**config.mk**
```make
export PLATFORM = sky130hd
export DESIGN_NAME = edac_ctrl
export DESIGN_NICKNAME = d
export VERILOG_FILES = /design/src/edac_pkg.sv /design/src/edac_ctrl.sv
export SDC_FILE = /design/constraint.sdc
export NUM_CORES = 2
export LEC_CHECK = 0
export BUFFER_PORTS_ARGS = -buffer_cell sky130_fd_sc_hd__buf_2
export CORE_UTILIZATION = 40
export DETAILED_ROUTE_END_ITERATION = 10
export SYNTH_ARGS = -nofsm -noshare
export SYNTH_HDL_FRONTEND = slang
export SYNTH_SLANG_ARGS = --single-unit
```
**constraint.sdc**
```tcl
create_clock -name core_clk_in -period 5.65 [get_ports core_clk_in]
set_input_delay 0.8475 -clock core_clk_in [delete_from_list [all_inputs] [get_ports core_clk_in]]
set_output_delay 0.8475 -clock core_clk_in [all_outputs]
set_load 0.03 [all_outputs]
```
**src/edac_pkg.sv**
```systemverilog
// Purpose: constants for the data store access controller
// Assumes: one clock, 10 MHz; byte-wide special-function register port
// Notes: Function
// Function
// Byte store of 32 to 256 bytes, addressed from zero.
// One byte per access via index, value and control registers.
// Software reaches control register indirectly at 40H with bank 01H.
// Index register keeps only needed low bits; upper bits read zero.
// Software sets fetch_permit, then loads the index, before reading.
// fetch_start with fetch_permit set starts a read cycle.
// fetch_start without fetch_permit starts nothing.
// Read end clears fetch_start; fetched byte then sits in value register.
// Value register holds fetched byte until next read or write.
// Software trusts value register only after fetch_start reads zero.
// Software sets enables in an earlier access than start bits.
// Software never sets fetch_start and program_start together.
// program_start with program_permit launches a timed write; else nothing.
// Write end clears program_start by hardware.
// Power-on clears program_permit.
// Each cycle end sets cell_done_flag and a request; software clears it.
// Control bits: permit write 3, start write 2, permit read 1, start read 0.
// Start requests during a running cycle are ignored.
package edac_pkg;
	localparam int EDAC_ADDR_W = 8;
	localparam int EDAC_DEPTH = 256;
	localparam logic [7:0] EDAC_SEL_INDEX = 8'h00;
	localparam logic [7:0] EDAC_SEL_VALUE = 8'h01;
	localparam logic [7:0] EDAC_SEL_CTRL = 8'h40;
	localparam logic [7:0] EDAC_SEL_FLAG = 8'h02;
	localparam logic [7:0] EDAC_CTRL_BANK = 8'h01;
	localparam logic [7:0] EDAC_DATA_BANK = 8'h00;
	localparam int EDAC_BIT_FSTART = 0;
	localparam int EDAC_BIT_FPERMIT = 1;
	localparam int EDAC_BIT_PSTART = 2;
	localparam int EDAC_BIT_PPERMIT = 3;
	localparam logic [7:0] EDAC_CTRL_RST = 8'h00;
	localparam logic [7:0] EDAC_BYTE_RST = 8'h00;
	localparam int EDAC_CLK_HZ = 10_000_000;
	localparam int EDAC_WRITE_US = 2;
	localparam logic [7:0] EDAC_WRITE_CYC = 8'(EDAC_WRITE_US * (EDAC_CLK_HZ / 1_000_000));
	localparam logic [7:0] EDAC_READ_CYC = 8'h02;
	typedef enum logic [1:0] {
		EDAC_IDLE = 2'b00,
		EDAC_READ = 2'b01,
		EDAC_WRITE = 2'b10
	} edac_state_t;
endpackage

```
**src/edac_ctrl.sv**
```systemverilog
// Purpose: byte access controller for on-chip non-volatile data store
// Assumes: core drives bank, select, write strobe and data synchronously
// Notes: store modelled as array; index width set by ADDR_W
// Notes: start bits written while a cycle runs are dropped, permits are kept
`timescale 1ns/100ps
`default_nettype none
module edac_ctrl
	import edac_pkg::*;
#(
	parameter int ADDR_W = EDAC_ADDR_W
) (
	input wire logic core_clk_in,
	input wire logic rst_n_in,
	input wire logic [7:0] bank_select_in,
	input wire logic [7:0] reg_sel_in,
	input wire logic reg_wr_in,
	input wire logic [7:0] reg_wdata_in,
	output logic [7:0] reg_rdata_out,
	output logic cell_done_flag_out,
	output logic cell_done_req_out
);
	logic [ADDR_W-1:0] cell_index_reg;
	logic [7:0] cell_value_reg;
	logic [3:0] cell_control_reg;
	logic cell_done_flag_reg;
	logic done_req_reg;
	edac_state_t state_reg;
	logic [7:0] cnt_reg;
	logic [7:0] store_mem [0:(1<<ADDR_W)-1];
	logic hit_index, hit_value, hit_ctrl, hit_flag;
	logic cycle_end, busy;
	logic read_end, write_end;
	logic rd_index, rd_value, rd_ctrl, rd_flag;
	edac_state_t state_next;
	logic [7:0] cnt_next;
	logic [ADDR_W-1:0] index_next;
	logic [3:0] control_next;
	logic [7:0] value_next;
	logic done_flag_next;
	logic [7:0] rdata_next;

	// Register selection by bank; reads and writes share one decode
	function automatic logic sel_match(input logic [7:0] bank, input logic [7:0] sel);
		sel_match = (bank_select_in == bank) && (reg_sel_in == sel);
	endfunction

	function automatic logic sel_hit(input logic [7:0] bank, input logic [7:0] sel);
		sel_hit = reg_wr_in && sel_match(bank, sel);
	endfunction

	assign hit_index = sel_hit(EDAC_DATA_BANK, EDAC_SEL_INDEX);
	assign hit_value = sel_hit(EDAC_DATA_BANK, EDAC_SEL_VALUE);
	assign hit_flag = sel_hit(EDAC_DATA_BANK, EDAC_SEL_FLAG);
	assign hit_ctrl = sel_hit(EDAC_CTRL_BANK, EDAC_SEL_CTRL);
	assign busy = (state_reg != EDAC_IDLE);
	assign cycle_end = busy && (cnt_reg == 8'h01);
	assign read_end = cycle_end && (state_reg == EDAC_READ);
	assign write_end = cycle_end && (state_reg == EDAC_WRITE);
	assign rd_index = sel_match(EDAC_DATA_BANK, EDAC_SEL_INDEX);
	assign rd_value = sel_match(EDAC_DATA_BANK, EDAC_SEL_VALUE);
	assign rd_flag = sel_match(EDAC_DATA_BANK, EDAC_SEL_FLAG);
	assign rd_ctrl = sel_match(EDAC_CTRL_BANK, EDAC_SEL_CTRL);

	// Upper index bits are not stored, so they read back as zero
	always_comb begin
		index_next = cell_index_reg;
		if (hit_index) begin
			index_next = reg_wdata_in[ADDR_W-1:0];
		end
	end

	always_ff @(posedge core_clk_in or negedge rst_n_in) begin
		if (!rst_n_in) begin
			cell_index_reg <= '0;
		end else begin
			cell_index_reg <= index_next;
		end
	end

	// Cycle sequencer; starts ignored while busy
	// Read start wins, when fetch_permit is set, if both starts were ever set together
	always_comb begin
		state_next = state_reg;
		cnt_next = cnt_reg;
		case (state_reg)
			EDAC_IDLE: begin
				if (cell_control_reg[EDAC_BIT_FSTART] && cell_control_reg[EDAC_BIT_FPERMIT]) begin
					state_next = EDAC_READ;
					cnt_next = EDAC_READ_CYC;
				end else if (cell_control_reg[EDAC_BIT_PSTART]
						&& cell_control_reg[EDAC_BIT_PPERMIT]) begin
					state_next = EDAC_WRITE;
					cnt_next = EDAC_WRITE_CYC;
				end
			end
			EDAC_READ, EDAC_WRITE: begin
				cnt_next = cnt_reg - 8'h01;
				if (cycle_end) begin
					state_next = EDAC_IDLE;
				end
			end
			default: begin
				// Unused code recovers to idle
				state_next = EDAC_IDLE;
				cnt_next = 8'h00;
			end
		endcase
	end

	always_ff @(posedge core_clk_in or negedge rst_n_in) begin
		if (!rst_n_in) begin
			state_reg <= EDAC_IDLE;
			cnt_reg <= 8'h00;
		end else begin
			state_reg <= state_next;
			cnt_reg <= cnt_next;
		end
	end

	// Store array has no reset: non-volatile contents
	always_ff @(posedge core_clk_in) begin
		if (write_end) begin
			store_mem[cell_index_reg] <= cell_value_reg;
		end
	end

	// A finished read wins over a same-cycle software write
	always_comb begin
		value_next = cell_value_reg;
		if (read_end) begin
			value_next = store_mem[cell_index_reg];
		end else if (hit_value) begin
			value_next = reg_wdata_in;
		end
	end

	always_ff @(posedge core_clk_in or negedge rst_n_in) begin
		if (!rst_n_in) begin
			cell_value_reg <= EDAC_BYTE_RST;
		end else begin
			cell_value_reg <= value_next;
		end
	end

	// Start bits only rise via software, fall at cycle end; a start with
	// permit clear is kept, and launches a cycle once its permit is set by a write while busy or by an idle write that repeats the start
	// Permits stay writable while busy; the running cycle completes anyway
	always_comb begin
		control_next = cell_control_reg;
		if (hit_ctrl) begin
			control_next[EDAC_BIT_FPERMIT] = reg_wdata_in[EDAC_BIT_FPERMIT];
			control_next[EDAC_BIT_PPERMIT] = reg_wdata_in[EDAC_BIT_PPERMIT];
			if (!busy) begin
				control_next[EDAC_BIT_FSTART] = reg_wdata_in[EDAC_BIT_FSTART];
				control_next[EDAC_BIT_PSTART] = reg_wdata_in[EDAC_BIT_PSTART];
			end
		end
		if (read_end) begin
			control_next[EDAC_BIT_FSTART] = 1'b0;
		end
		if (write_end) begin
			control_next[EDAC_BIT_PSTART] = 1'b0;
		end
	end

	always_ff @(posedge core_clk_in or negedge rst_n_in) begin
		if (!rst_n_in) begin
			cell_control_reg <= EDAC_CTRL_RST[3:0];
		end else begin
			cell_control_reg <= control_next;
		end
	end

	// Set wins over a same-cycle software clear
	always_comb begin
		done_flag_next = cell_done_flag_reg;
		if (cycle_end) begin
			done_flag_next = 1'b1;
		end else if (hit_flag && !reg_wdata_in[0]) begin
			done_flag_next = 1'b0;
		end
	end

	always_ff @(posedge core_clk_in or negedge rst_n_in) begin
		if (!rst_n_in) begin
			cell_done_flag_reg <= 1'b0;
		end else begin
			cell_done_flag_reg <= done_flag_next;
		end
	end

	// Request pulse trails cycle end by one clock, same edge as the flag
	always_ff @(posedge core_clk_in or negedge rst_n_in) begin
		if (!rst_n_in) begin
			done_req_reg <= 1'b0;
		end else begin
			done_req_reg <= cycle_end;
		end
	end

	// Registered read data; unmapped selects read as zero
	always_comb begin
		rdata_next = 8'h00;
		if (rd_ctrl) begin
			rdata_next = {4'h0, cell_control_reg};
		end else if (rd_index) begin
			rdata_next = 8'(cell_index_reg);
		end else if (rd_value) begin
			rdata_next = cell_value_reg;
		end else if (rd_flag) begin
			rdata_next = {7'h00, cell_done_flag_reg};
		end
	end

	always_ff @(posedge core_clk_in or negedge rst_n_in) begin
		if (!rst_n_in) begin
			reg_rdata_out <= 8'h00;
		end else begin
			reg_rdata_out <= rdata_next;
		end
	end

	assign cell_done_flag_out = cell_done_flag_reg;
	assign cell_done_req_out = done_req_reg;
endmodule
`default_nettype wire

```
# Word-level counts from Yosys, hierarchy flattened
# Memories as Yosys holds them, arrays and structs flattened.
# Index checks and enable logic that the tools add are counted.
[op_classes]
addsub = 1
n_eq_ne = 11
muxes = 22
reduce_logical = 27
[ops]
columns = ["cell", "count"]
rows = [
  ["$mux 8", 7],
  ["$eq 8x1->1 const B", 3],
  ["$logic_not 8->1", 2],
  ["$pmux 8 s2", 1],
  ["$logic_and 1x1->1", 14],
  ["$reduce_bool 2->1", 5],
  ["$mux 1", 9],
  ["$eq 8x2->1 const B", 1],
  ["$eq 8x7->1 const B", 1],
  ["$sub 8x1->8 const B", 1],
  ["$mux 2", 3],
  ["$reduce_and 2->1", 3],
  ["$ne 2x1->1 const B", 2],
  ["$pmux 2 s2", 1],
  ["$mux 3", 1],
  ["$ne 3x3->1 const B", 1],
  ["$eq 2x1->1 const B", 1],
  ["$eq 2x2->1 const B", 1],
  ["$logic_not 2->1", 1],
  ["$ne 2x2->1 const B", 1],
  ["$reduce_or 2->1", 1],
  ["$logic_not 1->1", 1],
]
[totals]
reg_bits = 40
ram_bits = 2048
input_bits = 27
output_inout_bits = 10
word_cells = 72
memories = 1
[memory_table]
columns = ["name", "words", "word_bits", "rd", "rd_clocked_by_memory_dff", "write_ports", "line_no", "text"]
rows = [
  ["store_mem", 256, 8, 1, 0, 1, "edac_ctrl.sv:29", "logic [7:0] store_mem [0:(1<<ADDR_W)-1];"],
]

# Depth between registers and ports, before layout
[depth]
word_depth = 6
depth_mapped = 13
mapped_depth_nobuf = 10

# Least setup slack after synthesis
# OpenSTA, ideal clock, no wires.
[synth_timing]
kind = "register to register"
from = "reg cell_value_reg[0]"
to = "reg reg_rdata_out[0]"
arrival_time_ns = 3.917
t_required_ns = 5.555
path_slack_ns = 1.638
stages_incl_launch_ff = 3
path_buffers = 0
synth_period_minus_slack_ns = 4.012
path_cell_list = "dfrtp_1 -> a222oi_1 -> mux2i_1"
[synth_between]
elab_chain_len = 3
[synth_lines]
columns = ["element", "line_no", "text"]
rows = [
  ["start, declared", "edac_ctrl.sv:23", "logic [7:0] cell_value_reg;"],
  ["start signal, assigned", "edac_ctrl.sv:141", "cell_value_reg <= value_next;"],
  ["$mux 8", "edac_ctrl.sv:208", "end else if (rd_value) begin"],
  ["$mux 8", "edac_ctrl.sv:206", "end else if (rd_index) begin"],
  ["$mux 8", "edac_ctrl.sv:204", "if (rd_ctrl) begin"],
  ["net rdata_next[0]", "edac_ctrl.sv:40", "logic [7:0] rdata_next;"],
  ["end signal, assigned", "edac_ctrl.sv:219", "reg_rdata_out <= rdata_next;"],
  ["end, declared", "edac_ctrl.sv:18", "output logic [7:0] reg_rdata_out,"],
]
# The timed path passes the listed nets, and every way through them passes these cells.
# A chain may end at the register's enable or synchronous reset.

# Worst setup path after layout
[layout_timing]
from = "reg state_reg[0]"
to = "mem store_mem[165][7], enable pin"
[layout_between]
elab_chain_len = 5
[layout_lines]
columns = ["element", "line_no", "text"]
rows = [
  ["start, declared", "edac_ctrl.sv:27", "edac_state_t state_reg;"],
  ["start signal, assigned", "edac_ctrl.sv:115", "state_reg <= state_next;"],
  ["$reduce_bool 2->1", "edac_ctrl.sv:55", "assign busy = (state_reg != EDAC_IDLE);"],
  ["$logic_and 1x1->1", "edac_ctrl.sv:56", "assign cycle_end = busy && (cnt_reg == 8'h01);"],
  ["net cycle_end", "edac_ctrl.sv:31", "logic cycle_end, busy;"],
  ["$logic_and 1x1->1", "edac_ctrl.sv:58", "assign write_end = cycle_end && (state_reg == EDAC_WRITE);"],
  ["$mux 1", "edac_ctrl.sv:122", "if (write_end) begin"],
  ["$mux 1 (not written as such)", "edac_ctrl.sv:123", "store_mem[cell_index_reg] <= cell_value_reg;"],
  ["end, declared", "edac_ctrl.sv:29", ""],
]
# The timed path passes the listed nets, and every way through them passes these cells.

==> impl_metrics.ini <==
[outcome]
status = completed

[place]
place_congestion = 0.869
port_buffers = 36
place_inst = 6561
dp_hpwl_mm = 131

[die]
chipWidth_um = 453
fp.dieArea_um2 = 205000
die_h_um = 453
core_region_area_um2 = 202000
num_io_pins = 37
placementRows = 165
floorplan.initialDensity_pct = 40.2

[grt]
antenna_violations_before_repair = 13
grt_overflow = 0
globalRouteTotalUtil_pct = 20.9
maximum_number_of_pins_on_one_net_before_global_route_repair = 198
number_of_global_route_vias_before_repair = 40500
first_pass_grt_wire_length_mm = 306

[setup_path]
critPathLaunchType = register
crit_arrival_ns = 4.75
crit_reg_reg_startpoint = state_reg[0]
timing.critical_path.required_ns = 6.12
crit_path_end_kind = register
worst-path-max-fanout = 16
startpoint = state_reg[0]
timing_worst_setup_path_type = reg2reg

[run]
maximum_capacitance_violations = 0

[detailed_routing]
drc_violations = 0
post_drt_wl_per_cell_um = 31.0
drt_pre_antenna_iters = 6
via_per_inst = 5.91
wl_met1_mm = 90.5
highest_layer = met4
vias = 41000
drt-total-wl_mm = 215
ant_nets = 0
met2_wirelength_mm = 100
detailroute.wirelength.met3_mm = 18.1
drtIter0Drc = 4785

[clocking]
cts_resized = 0
clkTransAtPathRegs_ns = 0.06
cts-hold-fix-buffers = 0
ctsRootBufferMaster = sky130_fd_sc_hd__clkbuf_16
cts.htree.levels = 4
clock_insertion_delay_worst_skew_ns = 0.85
cts_buffers = 201
clock_tree.buffer_depth = 3
post_cts_buffers = 0
total_clock_sinks = 2088
tritoncts_clock_tree = built

[synthesis]
synth_sequential_area_ratio_pct = 76.8
synth_ff_type = sky130_fd_sc_hd__edfxtp_1
synth_commonest_cells = sky130_fd_sc_hd__edfxtp_1 (2048), sky130_fd_sc_hd__mux4_2 (476), sky130_fd_sc_hd__nor2_1 (311), sky130_fd_sc_hd__mux2i_1 (136), sky130_fd_sc_hd__nand2_1 (104)
synth.most_common_cell = sky130_fd_sc_hd__edfxtp_1
synth-seq-cells = 2088
yosys_warning_count = 0
syn_area_per_cell_um2 = 20.8
synth_cell_types = 67
synth_nets = 3947
ys_top_cells_by_area = sky130_fd_sc_hd__edfxtp_1 (76%), sky130_fd_sc_hd__mux4_2 (13%), sky130_fd_sc_hd__mux2i_1 (1.7%)
synthesized_instance_count = 3914
synthDominantCellAreaShare_pct = 75.5
post_synth_instance_area_um2 = 81400
yosysTopAreaCell = sky130_fd_sc_hd__edfxtp_1
count_of_flip_flops_with_a_built_in_enable_after_synthesis = 2048
asyncSetResetFlopFracSynth_pct = 1.92

[sta]
timing.final.crit_share_pct = 75.7
tightest_pin_transition_ns = 1.12
layout_min_cycle_time_ns = 4.28
report.final.hold_viol_count = 0
report.final.setup_viol = 0
fin_setup_tns_ns = 0
fin_worst_hold_slack_ns = 0.172
rsz_0062_raised_after_global_routing = false
fin_skew_ns = 0.0374
final_slew_violations = 0
timing.slew.headroom_pct = 25.3
achievable-frequency_mhz = 234

[cells_and_area]
largest_reg_flops = 2048
post_route_cells_drive_above_1_share_pct = 23.5
registers.top_by_ff_count = store_mem
flow.area_growth_from_synthesis_pct = 12.6
n_fill_cell = 16900
final_core_utilization_pct = 45.3
final_cells = 6931
finish.net_count = 4125

[power]
power.static_leakage_nw = 28.0
worst_ir_drop_vdd_uv = 257
p_per_area_nw_per_um2 = 329

[min_path]
hold_class = in2async
## critical path, stage by stage, from the launching register on
cell and delay [ns]:
sky130_fd_sc_hd__dfrtp_1 0.39, sky130_fd_sc_hd__inv_1 0.10, sky130_fd_sc_hd__ha_1 0.27, sky130_fd_sc_hd__nor4b_1 0.35, sky130_fd_sc_hd__nand2_1 0.20, sky130_fd_sc_hd__inv_1 0.18, sky130_fd_sc_hd__nand2_1 0.23, sky130_fd_sc_hd__nor3_2 0.68
sky130_fd_sc_hd__nand2_1 0.72, sky130_fd_sc_hd__nor2_1 0.77
## kinds of logic (layout without fill, tap and decap cells)
kind of cell,count (synthesis),count (layout),share of synthesized area [%]
xor gates and xnor gates,3,3,0.0323
muxes,624,624,15.0
DFF,2088,2088,76.8
other,0,3,0
adders and majority gates,6,6,0.0922
buffers and inverters,244,586,1.82
AOI/OAI and AO/OA,362,362,3.11
and+or+nand+nor,587,587,3.18
## layout by cell type, fill, tap and decap left out, types with 8 or more instances in the layout
master	count
sky130_fd_sc_hd__edfxtp_1	2048
sky130_fd_sc_hd__a21oi_1	35
sky130_fd_sc_hd__mux2i_1	136
sky130_fd_sc_hd__clkbuf_1	45
sky130_fd_sc_hd__buf_2	36
sky130_fd_sc_hd__clkinv_1	51
sky130_fd_sc_hd__bufinv_16	20
sky130_fd_sc_hd__o21ai_0	26
sky130_fd_sc_hd__mux2_2	12
sky130_fd_sc_hd__clkinv_2	30
sky130_fd_sc_hd__nor2b_1	13
sky130_fd_sc_hd__nand2b_1	8
sky130_fd_sc_hd__clkbuf_16	207
sky130_fd_sc_hd__a31oi_1	17
sky130_fd_sc_hd__mux4_2	476
sky130_fd_sc_hd__o22ai_1	71
sky130_fd_sc_hd__and3_1	12
sky130_fd_sc_hd__a211oi_1	15
sky130_fd_sc_hd__a22oi_1	101
sky130_fd_sc_hd__nand3b_1	9
sky130_fd_sc_hd__nand2_1	103
sky130_fd_sc_hd__a221oi_1	10
sky130_fd_sc_hd__inv_1	12
sky130_fd_sc_hd__buf_4	143
sky130_fd_sc_hd__dfrtp_1	26
sky130_fd_sc_hd__a22o_1	15
sky130_fd_sc_hd__nor4_1	10
sky130_fd_sc_hd__nor2_1	309
sky130_fd_sc_hd__nand3_1	63
sky130_fd_sc_hd__dfrtp_4	12
sky130_fd_sc_hd__buf_12	26
sky130_fd_sc_hd__o211ai_1	15
sky130_fd_sc_hd__nor3_1	13
## through the flow
step | power, mW | cell area, um^2 | setup WS [ns]
2_1_floorplan | 17.1 | 81400 | 1.64
3_3_place_gp | 17.1 | 85200 | 1.31
3_5_place_dp | 17.1 | 85200 | 1.27
4_1_cts | 30.3 | 91700 | 1.25
5_1_grt | 30.8 | 91700 | 1.06
6_report | 30.1 | 91700 | 1.37
## path summary, 6_finish.rpt
check	end	slack, ns	depth (start not counted)
worst min-delay path	reg_rdata_out[3]	0.17	1
worst min register to register	cnt_reg[6]	0.51	1
min in group core_clk_in	cell_index_reg[4]	0.26	2
max in group asynchronous	cell_value_reg[2]	4.69	1
worst max-delay path	store_mem[165][7]	1.37	9
worst max register to register	store_mem[165][7]	1.37	9
## layer usage
| metal | GRT usage (%) | vias to the layer above |
|---|---|---|
| met4 | 6.23 | 0 |
| li1 | - | 16700 |
| met5 | 0 | - |
| met1 | 30.2 | 22000 |
| met3 | 3.98 | 331 |
| met2 | 32.2 | 1959 |
## layout make-up
cell class	count	area, um^2	area share, %
Antenna cell	3	7.51	0.00819
Clock buffer	253	5360	5.85
Clock inverter	114	1090	1.19
Inverter	14	55.1	0.0600
Multi-Input combinational cell	1582	17500	19.1
Sequential cell	2088	62500	68.2
Tap cell	2672	3340	3.65
Timing Repair Buffer	205	1770	1.94
## power breakdown
part	total (mW)	leakage [nW]	internal (mW)	switching (mW)
Sequential	16.7	19.7	16.7	0.00229
Clock	13.3	3.15	7.60	5.74
Combinational	0.0420	5.14	0.0138	0.0282
Note: power is estimated with default switching activity, not from simulation.
